--- config.mk ---
export PLATFORM = sky130hd
export DESIGN_NAME = cms_core_state
export DESIGN_NICKNAME = d
export VERILOG_FILES = /design/src/pkg/cms_pkg.sv /design/src/cms_core_state.sv
export VERILOG_INCLUDE_DIRS = /design/src /design/src/pkg
export SDC_FILE = /design/constraint.sdc
export NUM_CORES = 1
export LEC_CHECK = 0
export BUFFER_PORTS_ARGS = -buffer_cell sky130_fd_sc_hd__buf_2
export CAP_MARGIN = 10
export CORE_MARGIN = 2
export CORE_UTILIZATION = 50
export CTS_CLUSTER_SIZE = 14
export DETAILED_ROUTE_END_ITERATION = 8
export PLACE_DENSITY_LB_ADDON = 0.25
export SLEW_MARGIN = 25
export SYNTH_ARGS = -nofsm -noshare
export SYNTH_HDL_FRONTEND = slang
export SYNTH_SLANG_ARGS = --single-unit
--- constraint.sdc ---
create_clock -name pclk -period 5.13 [get_ports pclk]
set_clock_uncertainty 0.15 [all_clocks]
set_input_delay 0.7695 -clock pclk [delete_from_list [all_inputs] [get_ports pclk]]
set_output_delay 0.7695 -clock pclk [all_outputs]
set_load 0.005 [all_outputs]
--- src/pkg/cms_params.svh ---
`ifndef CMS_PARAMS_SVH
`define CMS_PARAMS_SVH
// register byte offsets on the apb slave
`define CMS_OFF_GPR_SEL     12'h000
`define CMS_OFF_GPR_DATA    12'h004
`define CMS_OFF_MSP         12'h008
`define CMS_OFF_PSP         12'h00C
`define CMS_OFF_LINK        12'h010
`define CMS_OFF_PC          12'h014
`define CMS_OFF_PSR         12'h018
`define CMS_OFF_FLAGS       12'h01C
`define CMS_OFF_EXCNUM      12'h020
`define CMS_OFF_EXEC        12'h024
`define CMS_OFF_GMASK       12'h028
`define CMS_OFF_FMASK       12'h02C
`define CMS_OFF_PRIO        12'h030
`define CMS_OFF_MODECTL     12'h034
`define CMS_OFF_EVENT       12'h038
`define CMS_OFF_STATUS      12'h03C
`define CMS_OFF_IRQREQ      12'h040
// field masks inside the status word, then alignment masks, register slots and exception numbers
`define CMS_FLAGS_MASK      32'hF8000000
`define CMS_EXCNUM_MASK     32'h000001FF
`define CMS_EXEC_MASK       32'h0600FC00
`define CMS_COMPACT_BIT     32'h01000000
`define CMS_COMPACT_POS     24
`define CMS_PSR_RESET       32'h01000000
`define CMS_SP_ALIGN        32'hFFFFFFFC
`define CMS_PC_ALIGN        32'hFFFFFFFE
`define CMS_LOW_REG_LAST    4'h7
`define CMS_HIGH_REG_LAST   4'hC
`define CMS_SP_SLOT         4'hD
`define CMS_LINK_SLOT       4'hE
`define CMS_PC_SLOT         4'hF
`define CMS_NMI_NUM         9'h002
`define CMS_HARDFAULT_NUM   9'h003
// event register command codes
`define CMS_EV_CALL         3'h1
`define CMS_EV_ENTRY        3'h2
`define CMS_EV_RETURN       3'h3
`define CMS_EV_FULLWIDTH    3'h4
`define CMS_EV_RESTRICTED   3'h5
`define CMS_EV_NARROW_HIGH  3'h6
`endif

--- src/pkg/cms_pkg.sv ---
package cms_pkg;
  typedef enum logic [1:0]
  {
    CMS_PRIV_THREAD,
    CMS_USER_THREAD,
    CMS_PRIV_HANDLER
  } cms_exec_state_t;

  typedef struct packed {
    logic [15:0][31:0] gpr;
    logic [3:0]        gpr_sel;
    logic [31:0]       main_stack_pointer_reg;
    logic [31:0]       process_stack_pointer_reg;
    logic [31:0]       pc;
    logic [31:0]       psr;
    logic [8:0]        saved_exc;
    logic              gmask;
    logic              fmask;
    logic [8:0]        prio;
    logic [1:0]        modectl;
    logic              handler;
    logic              fault;
    logic [31:0]       prdata;
    logic              pslverr;
  } cms_state_t;
endpackage : cms_pkg

--- src/cms_core_state.sv ---
`timescale 1ns/10ps
`default_nettype none
`include "cms_params.svh"

module cms_core_state
(
  input  wire logic        pclk,
  input  wire logic        presetn,
  input  wire logic        psel,
  input  wire logic        penable,
  input  wire logic        pwrite,
  input  wire logic [11:0] paddr,
  input  wire logic [31:0] pwdata,
  output logic             pready,
  output logic      [31:0] prdata,
  output logic             pslverr,
  output logic       [1:0] exec_state,
  output logic             fault_pulse,
  output logic             irq_admit
);

  cms_pkg::cms_state_t r;
  cms_pkg::cms_state_t next_r;

  // ==========================================================
  // bus decode helpers
  logic        wr_acc;
  logic        rd_acc;
  logic        user_lvl;
  logic        use_psp;
  logic [31:0] sp_view;
  logic [31:0] psr_view;
  logic [8:0]  req_num;
  logic [8:0]  req_prio;
  logic        irq_ok;
  logic        setup_ph;
  logic        dec_hit;
  logic        dec_open;
  logic        dec_locked;
  logic [31:0] dec_rdata;

  assign setup_ph = psel & ~penable;
  assign wr_acc = psel & penable & pwrite;
  assign rd_acc = psel & penable & ~pwrite;
  // user level only exists in thread mode; handler is always privileged
  assign user_lvl = ~r.handler & r.modectl[0];
  assign use_psp  = ~r.handler & r.modectl[0] & r.modectl[1];
  assign sp_view  = (use_psp ? r.process_stack_pointer_reg : r.main_stack_pointer_reg) & `CMS_SP_ALIGN;
  // bit 24 forced so a PSR or EXEC read never shows it cleared
  assign psr_view = r.psr | `CMS_COMPACT_BIT;
  assign req_num  = pwdata[8:0];
  assign req_prio = pwdata[24:16];

  // ==========================================================
  // interrupt admission check, request number and priority in pwdata
  always_comb
  begin
    irq_ok = 1'b1;
    if (r.fmask)
      irq_ok = (req_num == `CMS_NMI_NUM);
    else if (r.gmask)
      irq_ok = (req_num == `CMS_NMI_NUM) || (req_num == `CMS_HARDFAULT_NUM);
    else if ((r.prio != 9'h000) && (req_prio >= r.prio))
      irq_ok = (req_num == `CMS_NMI_NUM) || (req_num == `CMS_HARDFAULT_NUM);
  end

  // ==========================================================
  // next state: register writes, events, faults and read data
  always_comb
  begin
    next_r         = r;
    next_r.fault   = 1'b0;
    next_r.pslverr = 1'b0;
    next_r.prdata  = 32'h00000000;
    // answer registered off the setup phase so it stands at the access edge
    if (setup_ph)
    begin
      next_r.pslverr = dec_locked | ~dec_hit;
      if (!pwrite && !dec_locked)
        next_r.prdata = dec_rdata;
    end
    // accesses locked out at user level leave the state alone and pulse the fault
    if ((wr_acc | rd_acc) && dec_locked)
      next_r.fault = 1'b1;
    else if (wr_acc)
    begin
      if (paddr == `CMS_OFF_GPR_SEL)
        next_r.gpr_sel = pwdata[3:0];
      else if (paddr == `CMS_OFF_GPR_DATA)
      begin
        // slot 13 is the banked stack pointer, 15 the program counter
        if (r.gpr_sel == 4'hD)
        begin
          if (use_psp)
            next_r.process_stack_pointer_reg = pwdata & `CMS_SP_ALIGN;
          else
            next_r.main_stack_pointer_reg = pwdata & `CMS_SP_ALIGN;
        end
        else if (r.gpr_sel == 4'hF)
          next_r.pc = pwdata & `CMS_PC_ALIGN;
        else
          next_r.gpr[r.gpr_sel] = pwdata;
      end
      else if (paddr == `CMS_OFF_MSP)
        next_r.main_stack_pointer_reg = pwdata & `CMS_SP_ALIGN;
      else if (paddr == `CMS_OFF_PSP)
        next_r.process_stack_pointer_reg = pwdata & `CMS_SP_ALIGN;
      else if (paddr == `CMS_OFF_LINK)
        next_r.gpr[14] = pwdata;
      else if (paddr == `CMS_OFF_PC)
        next_r.pc = pwdata & `CMS_PC_ALIGN;
      else if (paddr == `CMS_OFF_PSR)
      begin
        // joint write; clearing the compact bit faults, bit stays set
        next_r.psr = (pwdata & (`CMS_FLAGS_MASK | `CMS_EXCNUM_MASK | `CMS_EXEC_MASK))
                     | `CMS_COMPACT_BIT;
        if (!pwdata[`CMS_COMPACT_POS])
          next_r.fault = 1'b1;
      end
      else if (paddr == `CMS_OFF_FLAGS)
        next_r.psr = (r.psr & ~`CMS_FLAGS_MASK) | (pwdata & `CMS_FLAGS_MASK);
      else if (paddr == `CMS_OFF_EXCNUM)
        next_r.psr = (r.psr & ~`CMS_EXCNUM_MASK) | (pwdata & `CMS_EXCNUM_MASK);
      else if (paddr == `CMS_OFF_EXEC)
      begin
        next_r.psr = (r.psr & ~`CMS_EXEC_MASK) | (pwdata & `CMS_EXEC_MASK);
        if (!pwdata[`CMS_COMPACT_POS])
          next_r.fault = 1'b1;
      end
      else if (paddr == `CMS_OFF_GMASK)
        next_r.gmask = pwdata[0];
      else if (paddr == `CMS_OFF_FMASK)
        next_r.fmask = pwdata[0];
      else if (paddr == `CMS_OFF_PRIO)
        next_r.prio = pwdata[8:0];
      else if (paddr == `CMS_OFF_MODECTL)
      begin
        next_r.modectl[0] = pwdata[0];
        next_r.modectl[1] = r.handler ? 1'b0 : pwdata[1];
      end
      else if (paddr == `CMS_OFF_EVENT)
      begin
        // instruction-side events: call, entry, return, illegal forms
        if (pwdata[2:0] == `CMS_EV_CALL)
          next_r.gpr[14] = r.pc + 32'h00000004;
        else if (pwdata[2:0] == `CMS_EV_ENTRY)
        begin
          next_r.handler    = 1'b1;
          next_r.saved_exc  = r.psr[8:0];
          next_r.psr[8:0]   = pwdata[16:8];
        end
        else if (pwdata[2:0] == `CMS_EV_RETURN)
        begin
          if (!r.handler)
            next_r.fault = 1'b1;
          else
          begin
            next_r.handler  = (r.saved_exc != 9'h000);
            next_r.psr[8:0] = r.saved_exc;
            next_r.saved_exc = 9'h000;
          end
        end
        else if (pwdata[2:0] == `CMS_EV_FULLWIDTH)
          next_r.fault = 1'b1;
        else if (pwdata[2:0] == `CMS_EV_RESTRICTED)
          next_r.fault = user_lvl;
        else if (pwdata[2:0] == `CMS_EV_NARROW_HIGH)
          // narrow instruction naming a high register
          next_r.fault = (pwdata[11:8] > `CMS_LOW_REG_LAST)
                         && (pwdata[11:8] <= `CMS_HIGH_REG_LAST);
      end
      // handler forces the stack select back to main
      if (next_r.handler)
        next_r.modectl[1] = 1'b0;
    end
  end

  // ==========================================================
  // setup-phase decode; address and direction are valid a cycle early,
  // which buys a registered answer without inserting a wait state
  always_comb
  begin
    dec_hit   = 1'b1;
    dec_open  = 1'b0;
    dec_rdata = 32'h00000000;
    if (paddr == `CMS_OFF_GPR_SEL)
    begin
      dec_open  = 1'b1;
      dec_rdata = {28'h0000000, r.gpr_sel};
    end
    else if (paddr == `CMS_OFF_GPR_DATA)
    begin
      dec_open = 1'b1;
      if (r.gpr_sel == `CMS_SP_SLOT)
        dec_rdata = sp_view;
      else if (r.gpr_sel == `CMS_PC_SLOT)
        dec_rdata = r.pc & `CMS_PC_ALIGN;
      else
        dec_rdata = r.gpr[r.gpr_sel];
    end
    else if (paddr == `CMS_OFF_MSP)
      dec_rdata = r.main_stack_pointer_reg & `CMS_SP_ALIGN;
    else if (paddr == `CMS_OFF_PSP)
      dec_rdata = r.process_stack_pointer_reg & `CMS_SP_ALIGN;
    else if (paddr == `CMS_OFF_LINK)
      dec_rdata = r.gpr[`CMS_LINK_SLOT];
    else if (paddr == `CMS_OFF_PC)
      dec_rdata = r.pc & `CMS_PC_ALIGN;
    else if (paddr == `CMS_OFF_PSR)
      dec_rdata = psr_view;
    else if (paddr == `CMS_OFF_FLAGS)
    begin
      dec_open  = 1'b1;
      dec_rdata = r.psr & `CMS_FLAGS_MASK;
    end
    else if (paddr == `CMS_OFF_EXCNUM)
      dec_rdata = r.psr & `CMS_EXCNUM_MASK;
    else if (paddr == `CMS_OFF_EXEC)
      dec_rdata = psr_view & (`CMS_EXEC_MASK | `CMS_COMPACT_BIT);
    else if (paddr == `CMS_OFF_GMASK)
      dec_rdata = {31'h00000000, r.gmask};
    else if (paddr == `CMS_OFF_FMASK)
      dec_rdata = {31'h00000000, r.fmask};
    else if (paddr == `CMS_OFF_PRIO)
      dec_rdata = {23'h000000, r.prio};
    else if (paddr == `CMS_OFF_MODECTL)
      dec_rdata = {30'h00000000, r.modectl};
    else if (paddr == `CMS_OFF_STATUS)
    begin
      // read only; user code may always look at its own state
      dec_open  = !pwrite;
      dec_hit   = !pwrite;
      dec_rdata = {30'h00000000, exec_state};
    end
    else if (paddr == `CMS_OFF_EVENT)
      dec_open = pwrite;
    else if (paddr == `CMS_OFF_IRQREQ)
      dec_open = 1'b1;
    else
      dec_hit = 1'b0;
    // user level keeps only its own window; unmapped slots are refused too
    dec_locked = user_lvl & ~dec_open;
  end

  // ==========================================================
  // state register; reset gives privileged thread on the main stack
  always_ff @(posedge pclk or negedge presetn)
  begin
    if (!presetn)
    begin
      r     <= '0;
      r.psr <= `CMS_PSR_RESET;
    end
    else
      r <= next_r;
  end

  // ==========================================================
  // outputs; zero wait states, the answer was registered off the setup phase
  assign pready      = 1'b1;
  assign prdata      = r.prdata;
  assign pslverr     = r.pslverr;
  assign fault_pulse = r.fault;
  assign irq_admit   = wr_acc & (paddr == `CMS_OFF_IRQREQ) & irq_ok;
  assign exec_state  = r.handler ? cms_pkg::CMS_PRIV_HANDLER
                     : (r.modectl[0] ? cms_pkg::CMS_USER_THREAD
                                     : cms_pkg::CMS_PRIV_THREAD);

endmodule : cms_core_state
`default_nettype wire

# After elaboration in Yosys (flattened, before gate mapping)
# Index checks and enable logic that the tools add are counted.
# W data, S select, Z words.
[word_totals]
ramBits = 0
output_inout_bits = 38
in_bits = 49
elab_cells = 325
register_bits = 701
mem_bits_ro = 0
latch_bits = 0
n_memories = 0
[op_classes]
bitwise = 23
n_mux = 141
order_cmp = 5
n_div = 0
eq_ne = 95
shifts = 0
mul = 0
add_sub_neg = 1
n_reduce_logical = 28
[ops]
columns = ["op", "n"]
rows = [
  ["$mux W32", 39],
  ["$mux W480", 2],
  ["$bwmux W512", 1],
  ["$mux W152", 3],
  ["$mux W88", 2],
  ["$mux W18", 9],
  ["$bmux W32 S4", 1],
  ["$demux W32 S4", 1],
  ["$mux W120", 1],
  ["$mux W56", 2],
  ["$eq A12 B6 Y1 const B", 8],
  ["$mux W96", 1],
  ["$ne A4 B4 Y1 const B", 19],
  ["$ne A3 B3 Y1 const B", 24],
  ["$mux W23", 3],
  ["$mux W64", 1],
  ["$mux W1", 55],
  ["$mux W27", 2],
  ["$eq A12 B5 Y1 const B", 4],
  ["$mux W24", 2],
  ["$reduce_and A16 Y1", 3],
  ["$mux W9", 5],
  ["$mux W33", 1],
  ["$add A32 B3 Y32 const B", 1],
  ["other kinds (50)", 103],
]

# Longest topological paths before layout
[depth]
ltp_word = 27
ltp_mapped = 10
mapped_depth_nobuf = 8

# Least setup slack after synthesis
# No wires, ideal clock.
[synth_timing]
path_kind = "input to output"
start = "in pwdata[16]"
end = "out irq_admit"
arrival_ns = 2.410
t_required_ns = 4.211
path_buffers = 1
slack_ns = 1.800
stages = 9
cell_sequence = "clkbuf_1 > inv_1 > ha_1 > nand2b_1 > a21o_1 > a21o_1 > a21oi_1 > o21ai_0 > a2111oi_0"
[synth_via]
elab_chain_cells = 6
[synth_rtl]
columns = ["element", "line", "text"]
rows = [
  ["start: declaration", "cms_core_state.sv:13", "input wire logic [31:0] pwdata,"],
  ["$ge A9 B9 Y1", "cms_core_state.sv:63", "else if ((r.prio != 9'h000) && (req_prio >= r.prio))"],
  ["$logic_and A1 B1 Y1", "cms_core_state.sv:63", ""],
  ["$mux W1", "cms_core_state.sv:63", ""],
  ["$mux W1", "cms_core_state.sv:61", "else if (r.gmask)"],
  ["$mux W1", "cms_core_state.sv:59", "if (r.fmask)"],
  ["$and A1 B1 Y1", "cms_core_state.sv:264", "assign irq_admit = wr_acc & (paddr == `CMS_OFF_IRQREQ) & irq_ok;"],
  ["end: declaration", "cms_core_state.sv:19", "output logic irq_admit"],
]
# Every way passes these cells.

# Worst setup path after layout
# Same ends and word-level chain as after synthesis.

==> run_results.csv <==
group,metric,value,unit
floorplan,start_util,50.4,%
cts,clk_pin_slew,50,ps
pwr,p_leak,16.3,nW
min_path,hold_path.class,"reg -> reg",
logic_synthesis,async_flop_share,100,%
setup_path,path_max_fanout,2,
detailed_routing,wl_met1,41.1,mm
placement,portBuffers,85,
cells_and_area,nNetsFinal,2752,
logic_synthesis,syn-num-nets,2827,
timing,rsz0062_at_grt,"no",
global_routing,overflow,0,
setup_path,crit_required,4210,ps
cts,numCtsBuffers,70,
timing,finalWorstSetupSlack,1360,ps
timing,fin_crit_sh,73.5,%
setup_path,worst-setup-path-type,"in -> out",
setup_path,cp-start-kind,"input port",
setup_path,reg2reg_depth,6,
cts,clock-sinks,656,
cts,htreeDepth,3,
global_routing,antenna_found_initial,2,
pwr,combPwrFrac,3.5,%
detailed_routing,wl_met3,7.52,mm
detailed_routing,drt-total-wl,95.4,mm
timing,fin_crit,3770,ps
pwr,p_per_area,301,mW/mm^2
floorplan,rows,93,
logic_synthesis,synth_area_leaders,"dfrtp_1 (51%), mux2_2 (15%), mux4_2 (5.8%), nand2_1 (4.0%), mux2i_1 (2.9%)",
flow_run,maxCapViolations,0,
setup_path,reg2reg_from,"r[185]",
floorplan,fp.dieH,258,um
timing,tns,0,ps
setup_path,crit_family,"compound AO/OA/AOI/OAI gates",
detailed_routing,vias,22600,
setup_path,ff2ff_setup_slack,1470,ps
pwr,clkPwrFrac,48.0,%
logic_synthesis,synthMostInstantiatedCell,"dfrtp_1",
cells_and_area,nFillCells,5379,
setup_path,critical_path_depth,10,
floorplan,die_width,258,um
pwr,ir_drop,220,uV
detailed_routing,wl_met2,43.2,mm
pwr,p_switching,2.42,mW
pwr,p_sw_share,22.7,%
setup_path,critPathBufInv,3,
cts,clk_latency,620,ps
run_status,status,"completed",
placement,place_hpwl,64.1,mm
timing,setup_violations,0,
setup_path,end_kind,"primary output",
global_routing,grt_pass1_wl,146,mm
setup_path,cp_slowest_cell,"a2111oi_0",
timing,finalMaxSlewViolations,0,
detailed_routing,drt-pass1-iter-count,6,
logic_synthesis,synth_cells,2768,
timing,fmax,265,MHz
detailed_routing,wl_per_cell,26.5,um
cells_and_area,area_growth,9.72,%
detailed_routing,drtIter0Drc,2090,
setup_path,timing.rr.end,"prdata[27]",
logic_synthesis,synth_top_area_share,50.7,%
cts,cts_repair_resize_count,0,
setup_path,critPathMaxStageDelay,500,ps
global_routing,track_usage,28.7,%
timing,tightest_slew,1180,ps
cts,cts.path.max_buffers,3,
logic_synthesis,postSynthAreaPerCell,11.7,um^2
global_routing,grt_max_degree,118,
global_routing,grt_pass1_vias,23100,
logic_synthesis,synth-edff-count,0,
floorplan,core,0.0642,mm^2
pwr,internal_power,8.27,mW
setup_path,cp-startpoint,"pwdata[16]",
detailed_routing,ant_nets,0,
floorplan,io_pins,87,
detailed_routing,drcViolationCount,0,
cts,cts_root_buf,"clkbuf_16",
logic_synthesis,ys_types,78,
logic_synthesis,synth_ff_type,"dfrtp_1",
placement,place_congestion,0.945,
logic_synthesis,synth_warnings,0,
logic_synthesis,synth_area,0.0324,mm^2
pwr,fin_total_pwr,10.7,mW
floorplan,die_area,0.0668,mm^2
detailed_routing,vias_per_cell,6.28,
min_path,min_from,"r[606]",
logic_synthesis,synth_area_leader_cell,"dfrtp_1",
timing,hold_violations,0,
setup_path,critPathCapture,"irq_admit",
detailed_routing,top_layer,"met5",
pwr,seqPwrFrac,48.5,%
setup_path,crit_arrival,2850,ps
logic_synthesis,seq_area_frac_synth,50.7,%
cts,cts_tree,"built",
logic_synthesis,synth-seq-cells,656,
logic_synthesis,synthTopCellsByCount,"dfrtp_1 (656), mux2_2 (431), nand2_1 (345)",
timing,slew_headroom,21.4,%
cells_and_area,drive_above_1_share,30.4,%
placement,pre_cts_ws,1000,ps
setup_path,crit_chain,"buf_2 -> inv_1 -> ha_1 -> nand2b_1 -> a21o_1 -> a21o_1 -> a21oi_1 -> o21ai_0 -> a2111oi_0 -> buf_2",
-- per-layer routing --
metal | up-vias | GRT usage, %
li1 | 9811 | -
met4 | 2 | 11.1
met5 | - | 0
met3 | 214 | 6.09
met2 | 970 | 44.3
met1 | 11600 | 40.0
-- power by group through the flow --
stage | clock network [mW] | logic [mW] | registers [mW]
3_3_place_gp | 0 | 0.360 | 5.27
6_report | 5.13 | 0.375 | 5.18
3_5_place_dp | 0 | 0.369 | 5.27
2_1_floorplan | 0 | 0.133 | 5.27
5_1_grt | 5.43 | 0.410 | 5.18
4_1_cts | 5.20 | 0.371 | 5.18
-- placed cells by master, fill, tap and decap left out, types with 11 or more instances in the layout --
cell and n:
nand3_1 40, xnor2_1 14, nor3_1 22, clkbuf_16 70, mux2i_1 94, o21ai_1 31, buf_4 63, o22ai_1 31
nand4_1 13, xor2_1 16, clkinv_2 11, nor2_4 13, clkbuf_1 16, nand2b_1 15, and3_1 18, mux2_2 431
nor2_1 69, nor4_1 11, mux4_2 84, a22oi_1 49, or2_2 11, o211ai_1 23, a21oi_1 69, o221ai_1 17
dfrtp_1 652, mux2_1 19, o21ai_0 158, nor2b_1 17, a211oi_1 13, buf_2 84, a31oi_1 17, nand2_1 345
a221oi_1 11, clkbuf_8 20, inv_1 16
-- flip-flops by register name, indices dropped and copies added, names as in the netlist --
| register | cells |
|---|---|
| pslverr | 1 |
| fault_pulse | 1 |
| psr_view | 22 |
| prdata | 32 |
| r | 600 |
-- layout make-up --
class / instances / area (um^2) / share of cell area [%]
sequential: 656 / 16400 / 46.3
tap: 855 / 1070 / 3.01
inverter: 18 / 67.6 / 0.190
clock inverter: 19 / 229 / 0.645
clock buffer: 106 / 2090 / 5.88
multi-input combinational: 1787 / 14500 / 40.8
timing repair buffer: 160 / 1150 / 3.23
antenna: 1 / 2.50 / 0.00705
-- per-stage QoR --
step	instances	hold WS [ps]	utilization [%]	instance area (um^2)
final	3602	222	55.3	35500
after global routing	3601	233	55.3	35500
after global placement	3474	210	51.6	33100
after CTS	3599	146	55.2	35500
after detailed placement	3474	213	51.6	33100
after floorplan	2768	274	-	32400
-- cells by family (layout without fill, tap and decap cells) --
logic type               count (synthesis)  in the layout  share of synthesized area (%)
AND/OR/NAND/NOR                        623            623                           9.03
buffers and inverters                  325            303                           4.83
flip-flops                             656            656                           50.7
other                                    1              2                         0.0116
multiplexers                           628            628                           24.4
XOR/XNOR                                30             30                          0.812
adder cells (fa/ha/maj)                 10             10                          0.387
AO/OA/AOI/OAI                          495            495                           9.76
-- how the worst min path moves through the flow --
stage,end,slack [ps],cells past startpoint
5_1_grt,r[614],230,0
4_1_cts,r[126],150,1
6_report,r[606],220,0
2_1_floorplan,r[606],270,1
3_5_place_dp,r[669],210,0
3_3_place_gp,r[606],210,0
-- timing repair --
action / CTS / global route
hold buffers: 0 / 1
hold endpoints to repair: 0 / 28
buffers inserted: 0 / 0
(Power assumes the default switching activity.)
